### config.mk
export PLATFORM = sky130hd
export DESIGN_NAME = acr_calib_regs
export DESIGN_NICKNAME = d
export VERILOG_FILES = /design/src/hw/acr_pkg.sv /design/src/hw/acr_input_route.sv /design/src/hw/acr_cal_join.sv /design/src/hw/acr_calib_regs.sv
export VERILOG_INCLUDE_DIRS = /design/src /design/src/hw
export SDC_FILE = /design/constraint.sdc
export NUM_CORES = 1
export LEC_CHECK = 0
export ABC_AREA = 1
export BUFFER_PORTS_ARGS = -buffer_cell sky130_fd_sc_hd__buf_2
export CAP_MARGIN = 20
export CORE_ASPECT_RATIO = 1.4
export CORE_MARGIN = 2
export CORE_UTILIZATION = 54
export DETAILED_ROUTE_END_ITERATION = 10
export PLACE_DENSITY = 0.8
export SLEW_MARGIN = 20
export SYNTH_ARGS = -nofsm -noshare
export SYNTH_HDL_FRONTEND = slang
export SYNTH_HIERARCHICAL = 1
export SYNTH_SLANG_ARGS = --single-unit
### constraint.sdc
create_clock -name core_clk -period 1.55 [get_ports core_clk]
set_input_delay 0.31 -clock core_clk [delete_from_list [all_inputs] [get_ports core_clk]]
set_output_delay 0.31 -clock core_clk [all_outputs]
set_load 0.05 [all_outputs]
### src/hw/acr_regs.svh
`ifndef ACR_REGS_SVH
`define ACR_REGS_SVH

// Register addresses
`define ACR_ADDR_CH2_CONFIG      8'h13
`define ACR_ADDR_CH2_OFFSET_HIGH 8'h14
`define ACR_ADDR_CH2_OFFSET_LOW  8'h15
`define ACR_ADDR_CH2_GAIN_HIGH   8'h16
`define ACR_ADDR_CH2_GAIN_LOW    8'h17
`define ACR_ADDR_CH3_CONFIG      8'h18
`define ACR_ADDR_CH3_OFFSET_HIGH 8'h19

// Reset values
`define ACR_RST_CH2_CONFIG       16'h0000
`define ACR_RST_CH2_OFFSET_HIGH  16'h0000
`define ACR_RST_CH2_OFFSET_LOW   16'h0000
`define ACR_RST_CH2_GAIN_HIGH    16'h8000
`define ACR_RST_CH2_GAIN_LOW     16'h0000
`define ACR_RST_CH3_CONFIG       16'h0000
`define ACR_RST_CH3_OFFSET_HIGH  16'h0000

// Field positions
`define ACR_SEL_MSB              1
`define ACR_SEL_LSB              0
`define ACR_CFG_RO_MSB           5
`define ACR_CFG_RO_LSB           3
`define ACR_LOW_FIELD_MSB        15
`define ACR_LOW_FIELD_LSB        8
`define ACR_LOW_RSVD_MSB         7
`define ACR_LOW_RSVD_LSB         0

// Writable bit masks; read-only reserved bits stay zero
`define ACR_CFG_WMASK            16'hffc7
`define ACR_LOW_WMASK            16'hff00

`endif

### src/hw/acr_pkg.sv
package acr_pkg;

    typedef enum logic [1:0] {
        ACR_SEL_PINS     = 2'b00,
        ACR_SEL_SHORTED  = 2'b01,
        ACR_SEL_TEST_POS = 2'b10,
        ACR_SEL_TEST_NEG = 2'b11
    } acr_input_sel_t;

    typedef logic [15:0] acr_word_t;
    typedef logic [23:0] acr_cal_t;

endpackage

### src/hw/acr_input_route.sv
`timescale 1ns/1ps

module acr_input_route (
    input logic [1:0] sel, // Input-select field
    output logic pins_on, // Own positive and negative pins routed
    output logic shorted, // Pins off, converter inputs shorted
    output logic test_pos, // Positive dc test signal applied
    output logic test_neg // Negative dc test signal applied
);

    always_comb begin
        pins_on = 1'b0;
        shorted = 1'b0;
        test_pos = 1'b0;
        test_neg = 1'b0;
        unique case (acr_pkg::acr_input_sel_t'(sel))
            acr_pkg::ACR_SEL_PINS: begin
                pins_on = 1'b1;
            end
            acr_pkg::ACR_SEL_SHORTED: begin
                shorted = 1'b1;
            end
            acr_pkg::ACR_SEL_TEST_POS: begin
                test_pos = 1'b1;
            end
            acr_pkg::ACR_SEL_TEST_NEG: begin
                test_neg = 1'b1;
            end
        endcase
    end

endmodule

### src/hw/acr_cal_join.sv
`timescale 1ns/1ps

module acr_cal_join #(
    parameter bit IS_SIGNED = 1'b1
) (
    input logic [15:0] upper_bits, // Value bits 23..8
    input logic [15:0] lower_reg, // Low register, value bits 7..0 on top
    output logic [23:0] value, // Joined 24-bit value
    output logic top_flag // Signed: negative; unsigned: gain >= 1.0
);

    assign value = {upper_bits, lower_reg[15:8]};

    // Two's-complement sign, or the 1.0 weight of an unsigned 1.23 gain
    assign top_flag = IS_SIGNED ? ($signed(value) < 24'sh000000) : value[23];

endmodule

### src/hw/acr_calib_regs.sv
// The plain strobed port was chosen for this implementation.
`timescale 1ns/1ps
`include "acr_regs.svh"

// Function
// - Channel 2 select: 00 pins, 01 shorted, 10 test plus, 11 test minus.
// - Channel 3 select uses the same four-way encoding as channel 2.
// - Channel 2 offset bits 23..8 sit in the whole offset-high register.
// - Channel 2 offset bits 7..0 in offset-low 15..8; low byte reserved.
// - Joined 24-bit offset is a signed two's-complement number.
// - Gain bits 23..8 sit in the whole 16-bit gain-high register.
// - Gain bits 7..0 in gain-low 15..8; low byte reserved.
// - Gain is unsigned, 0.0 up to just below 2.0, steps of 2^-23.
// - Channel 2 gain-high at 16h resets to 8000h, unity gain.
// - Channel 2 offset-high at 14h resets to 0000h, zero offset.
// - Channel 3 config at 18h holds its select, resets to 0000h.
// - Channel 3 offset-high at 19h holds bits 23..8, resets 0000h.

module acr_calib_regs (
    input logic core_clk, // 125 MHz clock
    input logic nrst, // Synchronous reset, active low
    input logic [7:0] reg_addr, // Register address
    input logic [15:0] reg_wdata, // Write data
    input logic reg_wr, // Write strobe
    input logic reg_rd, // Read strobe
    output logic [15:0] reg_rdata, // Read data, cycle after the strobe
    output logic [1:0] ch2_input_select, // Channel 2 select field
    output logic ch2_pins_on, // Channel 2 own pins routed
    output logic ch2_shorted, // Channel 2 inputs shorted
    output logic ch2_test_pos, // Channel 2 positive test signal
    output logic ch2_test_neg, // Channel 2 negative test signal
    output logic [1:0] ch3_input_select, // Channel 3 select field
    output logic ch3_pins_on, // Channel 3 own pins routed
    output logic ch3_shorted, // Channel 3 inputs shorted
    output logic ch3_test_pos, // Channel 3 positive test signal
    output logic ch3_test_neg, // Channel 3 negative test signal
    output logic [23:0] ch2_offset, // Channel 2 offset, two's complement
    output logic ch2_offset_neg, // Channel 2 offset below zero
    output logic [23:0] ch2_gain, // Channel 2 gain, unsigned 1.23
    output logic ch2_gain_ge_one, // Channel 2 gain at or above 1.0
    output logic [15:0] ch3_offset_upper_bits // Channel 3 offset 23..8
);

    acr_pkg::acr_word_t ch2_config_reg, ch2_config_next;
    acr_pkg::acr_word_t ch2_offset_high_reg, ch2_offset_high_next;
    acr_pkg::acr_word_t ch2_offset_low_reg, ch2_offset_low_next;
    acr_pkg::acr_word_t ch2_gain_high_reg, ch2_gain_high_next;
    acr_pkg::acr_word_t ch2_gain_low_reg, ch2_gain_low_next;
    acr_pkg::acr_word_t ch3_config_reg, ch3_config_next;
    acr_pkg::acr_word_t ch3_offset_high_reg, ch3_offset_high_next;
    acr_pkg::acr_word_t rdata_reg, rdata_next;

    logic [1:0] sel_arr [2];
    logic [3:0] route_arr [2];

    // Read-only reserved config bits are forced to zero on write
    function automatic acr_pkg::acr_word_t cfg_write(
        input acr_pkg::acr_word_t data
    );
        cfg_write = data & `ACR_CFG_WMASK;
    endfunction

    // Low byte of calibration low registers is read-only zero
    function automatic acr_pkg::acr_word_t low_write(
        input acr_pkg::acr_word_t data
    );
        low_write = data & `ACR_LOW_WMASK;
    endfunction

    always_comb begin
        ch2_config_next = ch2_config_reg;
        ch2_offset_high_next = ch2_offset_high_reg;
        ch2_offset_low_next = ch2_offset_low_reg;
        ch2_gain_high_next = ch2_gain_high_reg;
        ch2_gain_low_next = ch2_gain_low_reg;
        ch3_config_next = ch3_config_reg;
        ch3_offset_high_next = ch3_offset_high_reg;
        rdata_next = 16'h0000;
        if (reg_wr) begin
            case (reg_addr)
                `ACR_ADDR_CH2_CONFIG: begin
                    ch2_config_next = cfg_write(reg_wdata);
                end
                `ACR_ADDR_CH2_OFFSET_HIGH: begin
                    ch2_offset_high_next = reg_wdata;
                end
                `ACR_ADDR_CH2_OFFSET_LOW: begin
                    ch2_offset_low_next = low_write(reg_wdata);
                end
                `ACR_ADDR_CH2_GAIN_HIGH: begin
                    ch2_gain_high_next = reg_wdata;
                end
                `ACR_ADDR_CH2_GAIN_LOW: begin
                    ch2_gain_low_next = low_write(reg_wdata);
                end
                `ACR_ADDR_CH3_CONFIG: begin
                    ch3_config_next = cfg_write(reg_wdata);
                end
                `ACR_ADDR_CH3_OFFSET_HIGH: begin
                    ch3_offset_high_next = reg_wdata;
                end
                default: begin
                    // Writes to unmapped addresses are dropped
                end
            endcase
        end
        if (reg_rd) begin
            case (reg_addr)
                `ACR_ADDR_CH2_CONFIG: begin
                    rdata_next = ch2_config_reg;
                end
                `ACR_ADDR_CH2_OFFSET_HIGH: begin
                    rdata_next = ch2_offset_high_reg;
                end
                `ACR_ADDR_CH2_OFFSET_LOW: begin
                    rdata_next = ch2_offset_low_reg;
                end
                `ACR_ADDR_CH2_GAIN_HIGH: begin
                    rdata_next = ch2_gain_high_reg;
                end
                `ACR_ADDR_CH2_GAIN_LOW: begin
                    rdata_next = ch2_gain_low_reg;
                end
                `ACR_ADDR_CH3_CONFIG: begin
                    rdata_next = ch3_config_reg;
                end
                `ACR_ADDR_CH3_OFFSET_HIGH: begin
                    rdata_next = ch3_offset_high_reg;
                end
                default: begin
                    rdata_next = 16'h0000;
                end
            endcase
        end
    end

    always_ff @(posedge core_clk) begin
        if (!nrst) begin
            ch2_config_reg <= `ACR_RST_CH2_CONFIG;
            ch2_offset_high_reg <= `ACR_RST_CH2_OFFSET_HIGH;
            ch2_offset_low_reg <= `ACR_RST_CH2_OFFSET_LOW;
            ch2_gain_high_reg <= `ACR_RST_CH2_GAIN_HIGH;
            ch2_gain_low_reg <= `ACR_RST_CH2_GAIN_LOW;
            ch3_config_reg <= `ACR_RST_CH3_CONFIG;
            ch3_offset_high_reg <= `ACR_RST_CH3_OFFSET_HIGH;
            rdata_reg <= 16'h0000;
        end else begin
            ch2_config_reg <= ch2_config_next;
            ch2_offset_high_reg <= ch2_offset_high_next;
            ch2_offset_low_reg <= ch2_offset_low_next;
            ch2_gain_high_reg <= ch2_gain_high_next;
            ch2_gain_low_reg <= ch2_gain_low_next;
            ch3_config_reg <= ch3_config_next;
            ch3_offset_high_reg <= ch3_offset_high_next;
            rdata_reg <= rdata_next;
        end
    end

    assign reg_rdata = rdata_reg;

    assign sel_arr[0] = ch2_config_reg[`ACR_SEL_MSB:`ACR_SEL_LSB];
    assign sel_arr[1] = ch3_config_reg[`ACR_SEL_MSB:`ACR_SEL_LSB];

    // One router per channel
    genvar g;
    generate
        for (g = 0; g < 2; g++) begin : g_route
            acr_input_route u_route (
                .sel(sel_arr[g]),
                .pins_on(route_arr[g][0]),
                .shorted(route_arr[g][1]),
                .test_pos(route_arr[g][2]),
                .test_neg(route_arr[g][3])
            );
        end
    endgenerate

    assign ch2_input_select = sel_arr[0];
    assign ch3_input_select = sel_arr[1];
    assign {ch2_test_neg, ch2_test_pos, ch2_shorted, ch2_pins_on} =
        route_arr[0];
    assign {ch3_test_neg, ch3_test_pos, ch3_shorted, ch3_pins_on} =
        route_arr[1];

    acr_cal_join #(
        .IS_SIGNED(1'b1)
    ) u_offset_join (
        .upper_bits(ch2_offset_high_reg),
        .lower_reg(ch2_offset_low_reg),
        .value(ch2_offset),
        .top_flag(ch2_offset_neg)
    );

    acr_cal_join #(
        .IS_SIGNED(1'b0)
    ) u_gain_join (
        .upper_bits(ch2_gain_high_reg),
        .lower_reg(ch2_gain_low_reg),
        .value(ch2_gain),
        .top_flag(ch2_gain_ge_one)
    );

    assign ch3_offset_upper_bits = ch3_offset_high_reg;

    // Checks
    property p_ch2_route;
        @(posedge core_clk) disable iff (!nrst)
        (ch2_input_select == 2'b00) == ch2_pins_on &&
        (ch2_input_select == 2'b01) == ch2_shorted &&
        (ch2_input_select == 2'b10) == ch2_test_pos &&
        (ch2_input_select == 2'b11) == ch2_test_neg;
    endproperty
    a_ch2_route: assert property (p_ch2_route)
        else $error("channel 2 routing does not match select");

    property p_ch3_sel_write;
        @(posedge core_clk) disable iff (!nrst)
        (reg_wr && reg_addr == `ACR_ADDR_CH3_CONFIG) |=>
        ch3_input_select == $past(reg_wdata[1:0]) &&
        ch3_test_neg == ($past(reg_wdata[1:0]) == 2'b11) &&
        ch3_shorted == ($past(reg_wdata[1:0]) == 2'b01);
    endproperty
    a_ch3_sel_write: assert property (p_ch3_sel_write)
        else $error("channel 3 select write not routed");

    property p_ch2_off_high;
        @(posedge core_clk) disable iff (!nrst)
        (reg_wr && reg_addr == `ACR_ADDR_CH2_OFFSET_HIGH) |=>
        ch2_offset[23:8] == $past(reg_wdata);
    endproperty
    a_ch2_off_high: assert property (p_ch2_off_high)
        else $error("offset high bits not taken");

    property p_ch2_off_low;
        @(posedge core_clk) disable iff (!nrst)
        (reg_wr && reg_addr == `ACR_ADDR_CH2_OFFSET_LOW) ##1
        (reg_rd && reg_addr == `ACR_ADDR_CH2_OFFSET_LOW) |=>
        reg_rdata == {$past(reg_wdata[15:8], 2), 8'h00} &&
        ch2_offset[7:0] == $past(reg_wdata[15:8], 2);
    endproperty
    a_ch2_off_low: assert property (p_ch2_off_low)
        else $error("offset low byte wrong or reserved not zero");

    property p_offset_sign;
        @(posedge core_clk) disable iff (!nrst)
        ch2_offset_neg == ch2_offset_high_reg[15];
    endproperty
    a_offset_sign: assert property (p_offset_sign)
        else $error("offset sign flag mismatch");

    property p_gain_high;
        @(posedge core_clk) disable iff (!nrst)
        (reg_wr && reg_addr == `ACR_ADDR_CH2_GAIN_HIGH) |=>
        ch2_gain[23:8] == $past(reg_wdata) &&
        ch2_gain_ge_one == $past(reg_wdata[15]);
    endproperty
    a_gain_high: assert property (p_gain_high)
        else $error("gain high bits not taken");

    property p_gain_low;
        @(posedge core_clk) disable iff (!nrst)
        (reg_wr && reg_addr == `ACR_ADDR_CH2_GAIN_LOW) |=>
        ch2_gain[7:0] == $past(reg_wdata[15:8]) &&
        ch2_gain_low_reg[7:0] == 8'h00;
    endproperty
    a_gain_low: assert property (p_gain_low)
        else $error("gain low byte wrong");

    property p_reset_values;
        @(posedge core_clk)
        (nrst && !$past(nrst)) |->
        ch2_gain == 24'h800000 && ch2_offset == 24'h000000 &&
        ch3_config_reg == 16'h0000 && ch3_offset_upper_bits == 16'h0000;
    endproperty
    a_reset_values: assert property (p_reset_values)
        else $error("wrong value after reset");

    property p_ch3_off_high;
        @(posedge core_clk) disable iff (!nrst)
        (reg_wr && reg_addr == `ACR_ADDR_CH3_OFFSET_HIGH) ##1
        (reg_rd && reg_addr == `ACR_ADDR_CH3_OFFSET_HIGH) |=>
        reg_rdata == $past(reg_wdata, 2);
    endproperty
    a_ch3_off_high: assert property (p_ch3_off_high)
        else $error("channel 3 offset high readback wrong");

    property p_cfg_reserved;
        @(posedge core_clk) disable iff (!nrst)
        (reg_rd && (reg_addr == `ACR_ADDR_CH2_CONFIG ||
        reg_addr == `ACR_ADDR_CH3_CONFIG)) |=>
        reg_rdata[5:3] == 3'h0;
    endproperty
    a_cfg_reserved: assert property (p_cfg_reserved)
        else $error("read-only reserved config bits not zero");

    property p_rdata_idle;
        @(posedge core_clk) disable iff (!nrst)
        !reg_rd |=> reg_rdata == 16'h0000;
    endproperty
    a_rdata_idle: assert property (p_rdata_idle)
        else $error("read data present without a read");

    c_ch2_test_neg: cover property (@(posedge core_clk) disable iff (!nrst)
        ch2_test_neg);
    c_gain_write: cover property (@(posedge core_clk) disable iff (!nrst)
        reg_wr && reg_addr == `ACR_ADDR_CH2_GAIN_HIGH);
    c_ch3_config_read: cover property (@(posedge core_clk) disable iff (!nrst)
        reg_rd && reg_addr == `ACR_ADDR_CH3_CONFIG ##1 reg_rdata != 16'h0000);
    c_offset_neg: cover property (@(posedge core_clk) disable iff (!nrst)
        ch2_offset_neg);

endmodule

==> flow_summary.ini, run 1 <==
[run_status]
outcome = completed

[critical_path]
critical_path_arrival_ns = 1.12
critical_path_class = register to primary output
critPathMaxStageDelay_ns = 0.40
cp_slowest_cell = sky130_fd_sc_hd__dfxtp_2
critical_path_peak_fanout = 7
worstSetupStartpointType = register
timing.reg2reg.worst_path_depth = 4
cp_num_buf_inv = 2
critical_path.cell_chain = inv_1 > nor2_1 > buf_2
timing.critical_path.max_delay_family = flip-flops
worstPathRequired_ns = 1.24
crit-reg2reg-capture = reg_rdata[12]
crit-reg2reg-launch = ch3_offset_upper_bits[12]
regToRegSetupSlack_ns = 0.59
crit_path_end_kind = primary output

[global_route]
grt_start_max_net_pins = 48
wire_length_of_the_first_global_routing_pass_um = 21750
antenna_found_initial = 0
number_of_global_route_vias_before_repair = 4466
gr-total-overflow = 0
total_grt_usage_pct = 26.59

[sta]
report.final.setup_viol = 0
final.period_utilization_pct = 92.52
finalClockSkew_ns = 0.008018
grt_setup_unrepaired = false
worst-slew-pin-transition_ns = 0.3528
final_tns_setup_ns = 0
timing.fmax_ghz = 0.6973
fin_hold_ws_ns = 0.2490
final.min_clock_period_ns = 1.434
maxSlewHeadroom_pct = 76.48
timing_max_transition_violations_final = 0
final-hold-violation-count = 0

[detailed_routing]
dr.first_iter.drc_count = 399
wl_um = 14080
detail_route.drc_violations = 0
detailroute.via_count = 4895
detailedRoute.firstPassIterationCount = 5
antenna_violating_nets_post_route = 0
route.detailed.wl_per_inst_um = 15.80
post_drt_via_cell_ratio = 5.494

[layout]
post-route-util_pct = 62.96
post_route_cells_drive_above_1_share_pct = 27.14
layout_commonest_cell = sky130_fd_sc_hd__nand2_1
layout.cells.most_common_list = sky130_fd_sc_hd__nand2_1 (121), sky130_fd_sc_hd__buf_2 (119), sky130_fd_sc_hd__dfxtp_1 (102)
diodes = 0
fillerInstances = 818
nNetsFinal = 804
area_growth_pct = 14.19

[synth]
synth_fp_nets = 729
avgSynthCellArea_um2 = 7.398
netlist_area_before_placement_um2 = 5186
synthCells = 701
synth.yosys.warnings = 6

[power]
internal_power_w = 0.004442
share_of_power_burned_in_the_clock_network_pct = 46.3
powerDensity_nw_per_um2 = 955.8
sequentialPowerShare_pct = 48.2
total_switching_power_w = 0.001219
power_switching_share_pct = 21.53
total_leakage_power_nw = 2.643
comb_power_share_pct = 5.4
worst_ir_drop_vdd_mv = 0.5468

[placed_design]
gp_congestion = 0.9306
buffer_ports.inserted = 121
dp_hpwl_um = 10170

[die]
dieArea_um2 = 10420
io-pin-count = 122
die_height_um = 120.0
core_area_um2 = 9407
initial_core_util_pct = 55.13
rows = 42
fp.dieW_um = 86.83

[cts]
ctsHtreeMaxLevel = 3
numCtsBuffers = 9
cts_hold_buffers = 0
clk-insertion-delay-late_ns = 0.35
clk_pin_slew_ns = 0.06
cts_max_path_buffers = 2
cts_tree = built
cts_setup_buffers = 0
ctsRootBufferMaster = sky130_fd_sc_hd__clkbuf_16
tritoncts_sink_count = 106

[run]
maxCapViolCount = 0

[min_path]
hold-path-endpoint = ch2_gain_high_reg[5]
hold-path-cell-count = 3
worst_hold_path_type = primary input to register
holdCritStartpoint = reg_wdata[5]
-- layer usage --
layer  up-vias  GRT usage, %  part of all wire, %
met5         -             0                    0
met3        47         5.021                  7.4
met2       227         44.37                   50
li1       2367             -                    -
met1      2254         30.94                   38
met4         0         15.92                  4.7
-- timing repair --
| action | CTS | global route |
|---|---|---|
| resized for setup | 1 | 5 |
| endpoints found under the setup margin | 1 | 6 |
| cloned | 0 | 0 |
-- metrics by stage --
stage / cells / area (µm²) / setup WS (ns) / total power, W
floorplan: 701 / 5186 / 0.1531 / 0.002962
global placement: 875 / 5567 / -0.09022 / 0.003088
detailed placement: 875 / 5567 / -0.1053 / 0.003094
CTS: 891 / 5914 / 0.01591 / 0.005668
global route: 891 / 5922 / 0.04471 / 0.005780
finish: 891 / 5922 / 0.1159 / 0.005660
-- worst min-delay path: cells and delay by family --
kind | cells | cell delay (ns)
AO/OA/AOI/OAI | 1 | 0.06
buffers and inverters | 1 | 0.12
AND/OR/NAND/NOR | 1 | 0.06
-- how the worst max path moves through the flow --
| stage | from | to | slack [ns] | depth (start not counted) |
|---|---|---|---|---|
| 5_1_grt | ch2_config_reg[1] | ch2_test_pos | 0.04 | 3 |
| 6_report | ch2_config_reg[1] | ch2_test_pos | 0.12 | 3 |
| 2_1_floorplan | ch3_config_reg[0] | ch3_shorted | 0.15 | 2 |
| 3_5_place_dp | reg_addr[5] | reg_rdata[2] | -0.11 | 11 |
| 3_3_place_gp | reg_addr[5] | reg_rdata[2] | -0.09 | 11 |
| 4_1_cts | ch2_config_reg[1] | ch2_test_pos | 0.02 | 3 |
-- cell type report --
cell class	instances	area, µm²	area share [%]
clock buffers	12	246.5	4.162
flip-flops and latches	106	2127	35.92
clock inverters	4	98.84	1.669
well taps	110	137.6	2.324
repair buffers	156	910.9	15.38
inverters	64	245.2	4.141
multi-input cells	439	2156	36.40
-- power by group through the flow --
stage / Clock [W] / Combinational, W / Sequential (W)
6_report: 0.00262 / 0.000308 / 0.00273
5_1_grt: 0.00272 / 0.000328 / 0.00273
4_1_cts: 0.00264 / 0.000303 / 0.00273
3_5_place_dp: 0 / 0.000302 / 0.00279
3_3_place_gp: 0 / 0.000296 / 0.00279
2_1_floorplan: 0 / 0.000169 / 0.00279
(Power assumes the default switching activity.)
==> inputs of run 2 (changes only) <==
--- a/config.mk
+++ b/config.mk
@@ -11,11 +11,10 @@
 export CAP_MARGIN = 20
 export CORE_ASPECT_RATIO = 1.4
 export CORE_MARGIN = 2
-export CORE_UTILIZATION = 54
+export CORE_UTILIZATION = 53
 export DETAILED_ROUTE_END_ITERATION = 10
 export PLACE_DENSITY = 0.8
 export SLEW_MARGIN = 20
 export SYNTH_ARGS = -nofsm -noshare
 export SYNTH_HDL_FRONTEND = slang
-export SYNTH_HIERARCHICAL = 1
 export SYNTH_SLANG_ARGS = --single-unit
==> run 2 against run 1 <==
Routed wire length increased by 0.39%. Utilization is 6.5 points higher. Global-route usage rose by 2.5 points. Worst setup slack got worse by 0.025 ns. Critical path depth stayed put. Count of clock-buffer cells in the layout is the same. Total power fell by 4.5%. Sequential share of layout area fell by 0.19 points.
==> flow_summary.ini, run 2 <==
[run_status]
outcome = completed

[synth]
post_synth_most_frequent_cells = sky130_fd_sc_hd__nand2_1 (110), sky130_fd_sc_hd__nand3_1 (110), sky130_fd_sc_hd__dfxtp_1 (106)
synthArstFlopShare_pct = 0
postSynthRegisterBits = 106
synth_top_cell_area_share_pct = 45.42
synth_largest_area_cell = sky130_fd_sc_hd__dfxtp_1
synthFlopType = sky130_fd_sc_hd__dfxtp_1
synth_enable_flop_cells = 0
synthCells = 648
avgSynthCellArea_um2 = 7.210
synth.area.top_cells = sky130_fd_sc_hd__dfxtp_1 (45%), sky130_fd_sc_hd__nand3_1 (12%), sky130_fd_sc_hd__a21oi_1 (10%)
netlist_area_before_placement_um2 = 4672
synth.yosys.warnings = 0
synth_fp_nets = 676
proportion_of_synthesized_chip_area_in_sequential_cells_pct = 45.42
synth_cell_type_count = 23

[die]
core_area_um2 = 8558
io-pin-count = 122
dieArea_um2 = 9593
rows = 40
die_height_um = 115.1
initial_core_util_pct = 54.59
fp.dieW_um = 83.35

[critical_path]
cp_slowest_cell = sky130_fd_sc_hd__dfxtp_1
cp_num_buf_inv = 2
worstSetupStartpointType = register
timing.critical_path.max_delay_family = flip-flops
worstPathRequired_ns = 1.24
setup.worst_path.start = ch2_config_reg[0]
critical_path_peak_fanout = 6
critical_path_class = register to primary output
critPathMaxStageDelay_ns = 0.41
critical_path.cell_chain = inv_1 > nor2_1 > clkbuf_4
crit_path_end_kind = primary output
critical_path_arrival_ns = 1.15
crit-reg2reg-launch = ch2_offset_low_reg[9]

[cts]
cts_max_path_buffers = 2
cts_tree = built
ctsRootBufferMaster = sky130_fd_sc_hd__clkbuf_16
cts_setup_buffers = 0
post_cts_resized = 0
clk-insertion-delay-late_ns = 0.34
ctsHtreeMaxLevel = 3
clk_pin_slew_ns = 0.06
cts_hold_buffers = 0
numCtsBuffers = 9
tritoncts_sink_count = 106

[sta]
maxSlewHeadroom_pct = 73.72
grt_setup_unrepaired = false
worst-slew-pin-transition_ns = 0.3942
finalClockSkew_ns = 0.003358
postLayoutSetupSlackWorst_ns = 0.09087
fin_hold_ws_ns = 0.2260
timing_max_transition_violations_final = 0
final.min_clock_period_ns = 1.459
final.period_utilization_pct = 94.14
report.final.setup_viol = 0
timing.fmax_ghz = 0.6853
final-hold-violation-count = 0

[detailed_routing]
post_drt_via_cell_ratio = 5.466
dr.first_iter.drc_count = 364
met2_length_um = 7154
detailroute.via_count = 4925
maxUsedRoutingLayer = met4
met3RoutedLength_um = 1109
route.detailed.wl_per_inst_um = 15.68
detailedRoute.firstPassIterationCount = 5
wl_um = 14130
detail_route.drc_violations = 0
routedLengthMet1_um = 5178
antenna_violating_nets_post_route = 0

[run]
maxCapViolCount = 0

[placed_design]
buffer_ports.inserted = 121
dp_hpwl_um = 10370
gp_congestion = 0.9065
place_worst_setup_slack_ns = -0.08190

[power]
internal_power_w = 0.004227
sequentialPowerShare_pct = 50.5
worst_ir_drop_vdd_mv = 0.8279
powerDensity_nw_per_um2 = 908.8
total_switching_power_w = 0.001178
total_leakage_power_nw = 2.650
power_switching_share_pct = 21.79
share_of_power_burned_in_the_clock_network_pct = 43.8
comb_power_share_pct = 5.7

[min_path]
holdCritStartpoint = nrst
worst_hold_path_type = primary input to register

[global_route]
antenna_found_initial = 0
grt_start_max_net_pins = 45
number_of_global_route_vias_before_repair = 4502
gr-total-overflow = 0
wire_length_of_the_first_global_routing_pass_um = 22160
total_grt_usage_pct = 29.06

[layout]
area_growth_pct = 27.29
post_route_cells_drive_above_1_share_pct = 26.51
nNetsFinal = 820
layout_commonest_cell = sky130_fd_sc_hd__buf_2
layout.cells.most_common_list = sky130_fd_sc_hd__buf_2 (117), sky130_fd_sc_hd__nand2_1 (110), sky130_fd_sc_hd__nand3_1 (110)
diodes = 0
-- run 2: power groups by stage --
stage	Clock (W)	Sequential (W)	Combinational [W]
4_1_cts	0.00239	0.00273	0.000299
2_1_floorplan	0	0.00280	0.000135
5_1_grt	0.00249	0.00273	0.000326
3_3_place_gp	0	0.00279	0.000294
6_report	0.00237	0.00273	0.000306
3_5_place_dp	0	0.00279	0.000298
-- run 2: metal layers --
metal / global-route usage (%) / up-vias
met5: 0 / -
met4: 16.28 / 0
met3: 4.523 / 51
met2: 51.61 / 240
met1: 33.42 / 2236
li1: - / 2398
-- run 2: logic make-up (layout without fill, tap and decap cells) --
logic type	count (synthesis)	in the layout	synth area share, %
AOI/OAI and AO/OA	146	146	15.75
DFF	106	106	45.42
and+or+nand+nor	282	282	27.24
buffers and inverters	114	262	11.60
-- run 2: path summary, 6_finish.rpt --
| check | cells past startpoint | slack [ns] | to |
|---|---|---|---|
| max | 3 | 0.09 | ch2_shorted |
| min | 2 | 0.23 | ch2_gain_high_reg[15] |
| max reg2reg | 4 | 0.64 | reg_rdata[9] |
| min reg2reg | 2 | 0.45 | ch2_config_reg[10] |
-- run 2: through the flow --
| stage | cells | power (W) | TNS [ns] | area (µm²) | utilization [%] |
|---|---|---|---|---|---|
| 6_report | 901 | 0.005405 | 0 | 5947 | 69.49 |
| 4_1_cts | 901 | 0.005420 | 0 | 5934 | 69.34 |
| 3_3_place_gp | 886 | 0.003085 | -0.1071 | 5633 | 65.82 |
| 5_1_grt | 901 | 0.005540 | 0 | 5947 | 69.49 |
| 2_1_floorplan | 648 | 0.002937 | 0 | 4672 | - |
| 3_5_place_dp | 886 | 0.003090 | -0.4020 | 5633 | 65.82 |
-- run 2: layout make-up --
class,count,area [µm²]
repair buffers,177,1111
well taps,105,131.4
inverters,70,265.3
fillers,723,2611
clock inverters,3,65.06
flip-flops and latches,106,2125
multi-input cells,428,2013
clock buffers,12,236.5
==> inputs of run 3 (changes only) <==
--- a/config.mk
+++ b/config.mk
@@ -11,10 +11,10 @@
 export CAP_MARGIN = 20
 export CORE_ASPECT_RATIO = 1.4
 export CORE_MARGIN = 2
-export CORE_UTILIZATION = 53
+export CORE_UTILIZATION = 40
 export DETAILED_ROUTE_END_ITERATION = 10
-export PLACE_DENSITY = 0.8
 export SLEW_MARGIN = 20
 export SYNTH_ARGS = -nofsm -noshare
 export SYNTH_HDL_FRONTEND = slang
+export SYNTH_HIERARCHICAL = 1
 export SYNTH_SLANG_ARGS = --single-unit
==> run 3 against run 2 <==
Count of clock-buffer cells in the layout unchanged. Sequential share of layout area down 0.18 points. Register-to-register slack worse by 0.04 ns. Critical path depth did not move. Routed wire length rose by 5.8%. Global-route usage decreased by 7.3 points. Largest cell class is now multi-input gates. Largest power group unchanged. Highest routed layer unchanged.
==> flow_summary.ini, run 3 (same netlist as run 1, synthesis figures left out) <==
[sta]
grt_setup_unrepaired = false
final_tns_setup_ns = 0
final-hold-violation-count = 0
maxSlewHeadroom_pct = 79.25
report.final.setup_viol = 0
timing.fmax_ghz = 0.6955
timing_max_transition_violations_final = 0
finalClockSkew_ns = 0.009586
final.min_clock_period_ns = 1.438
final.period_utilization_pct = 92.76
worst-slew-pin-transition_ns = 0.3100

[placed_design]
buffer_ports.inserted = 121
gp_congestion = 0.8971
dp_hpwl_um = 10880

[critical_path]
worstPathRequired_ns = 1.24
worstSetupStartpointType = register
critical_path_peak_fanout = 7
critical_path.cell_chain = inv_1 > nor2_1 > buf_2
critical_path_arrival_ns = 1.13
cp_num_buf_inv = 2
critical_path_class = register to primary output
critPathMaxStageDelay_ns = 0.40
timing.critical_path.max_delay_family = flip-flops
crit_path_end_kind = primary output
cp_slowest_cell = sky130_fd_sc_hd__dfxtp_2

[run]
maxCapViolCount = 0

[die]
fp.dieW_um = 100.2
rows = 49
io-pin-count = 122
initial_core_util_pct = 40.67
dieArea_um2 = 13910
die_height_um = 138.7
core_area_um2 = 12750

[cts]
clk-insertion-delay-late_ns = 0.34
cts_tree = built
ctsHtreeMaxLevel = 3
numCtsBuffers = 9
tritoncts_sink_count = 106
ctsRootBufferMaster = sky130_fd_sc_hd__clkbuf_16
clk_pin_slew_ns = 0.07
cts_hold_buffers = 0
cts_max_path_buffers = 2

[detailed_routing]
dr.first_iter.drc_count = 259
detailroute.via_count = 4695
route.detailed.wl_per_inst_um = 16.09
detail_route.drc_violations = 0
wl_um = 14940
detailedRoute.firstPassIterationCount = 5
antenna_violating_nets_post_route = 0
post_drt_via_cell_ratio = 5.054

[global_route]
number_of_global_route_vias_before_repair = 4477
total_grt_usage_pct = 21.77
grt_start_max_net_pins = 48
gr-total-overflow = 0
antenna_found_initial = 0
wire_length_of_the_first_global_routing_pass_um = 23700

[power]
powerDensity_nw_per_um2 = 894.5
finalPower_w = 0.005353
total_leakage_power_nw = 2.624
worst_ir_drop_vdd_mv = 0.4390

[layout]
nNetsFinal = 801
post-route-util_pct = 46.93
layout_commonest_cell = sky130_fd_sc_hd__nand2_1
diodes = 0
area_growth_pct = 15.39
layout.cells.most_common_list = sky130_fd_sc_hd__nand2_1 (121), sky130_fd_sc_hd__buf_2 (119), sky130_fd_sc_hd__dfxtp_1 (102)
post_route_cells_drive_above_1_share_pct = 26.80
fillerInstances = 1308

[run_status]
outcome = completed

[min_path]
worst_hold_path_type = primary input to register
==> run 3: cell types whose count changed in the layout (fill, tap and decap cells not counted), moves of 6 or more <==
cell,delta
sky130_fd_sc_hd__nand3_1,-13
sky130_fd_sc_hd__buf_4,-27
sky130_fd_sc_hd__o21ai_0,-10
sky130_fd_sc_hd__nand2_1,+11
sky130_fd_sc_hd__inv_1,-6
sky130_fd_sc_hd__nand3_2,+10
==> run 3: layer usage <==
layer / vias to the layer above / routed length (µm) / global-route usage, %
met5: - / 0 / 0
met4: 0 / 365 / 8.363
met3: 20 / 864 / 3.831
met2: 167 / 7531 / 37.69
met1: 2147 / 6183 / 26.53
li1: 2361 / - / -
==> run 3: final timing paths <==
path / cells after the start / startpoint / slack (ns) / to
max: 3 / ch3_config_reg[0] / 0.11 / ch3_shorted
min: 3 / reg_wdata[5] / 0.26 / ch2_gain_high_reg[5]
max reg2reg: 4 / ch2_gain_high_reg[14] / 0.60 / reg_rdata[14]
min reg2reg: 2 / ch2_config_reg[7] / 0.45 / ch2_config_reg[7]
==> run 3: what timing repair did <==
action,4_1_cts,5_1_grt
setup buffers,0,0
gates resized for setup,0,7
endpoints found under the setup margin,0,7
endpoints found under the hold margin,0,0
==> run 3: worst reg2reg max path, cell delays in order (launching register included) <==
cell and delay [ns]:
sky130_fd_sc_hd__dfxtp_1 0.35, sky130_fd_sc_hd__nand3_2 0.08, sky130_fd_sc_hd__nand2_1 0.04, sky130_fd_sc_hd__nor2_1 0.25
sky130_fd_sc_hd__a21oi_1 0.12
==> run 3: power breakdown <==
| part | total [W] | internal [W] | switching [W] |
|---|---|---|---|
| sequential | 0.00273 | 0.00273 | 0.00000311 |
| combinational | 0.000316 | 0.0000895 | 0.000226 |
| clock | 0.00231 | 0.00132 | 0.000984 |
==> run 3: metrics by stage <==
step	cells	hold slack, ns	setup slack, ns	cell area [µm²]
2_1_floorplan	701	0.4232	0.1531	5186
3_3_place_gp	915	0.4313	-0.1209	5673
3_5_place_dp	915	0.4351	-0.1932	5673
4_1_cts	929	0.2445	0.01321	5967
5_1_grt	929	0.2507	0.02719	5984
6_report	929	0.2555	0.1122	5984
==> run 3: final cells by class <==
cell class	instances	area [µm²]	share of cell area, %
Clock buffer	12	256.5	4.286
Clock inverter	2	37.54	0.6272
Tap cell	153	191.4	3.199
Sequential cell	106	2127	35.54
Timing Repair Buffer	153	963.4	16.10
Multi-Input combinational cell	439	2163	36.15
Inverter	64	245.2	4.098
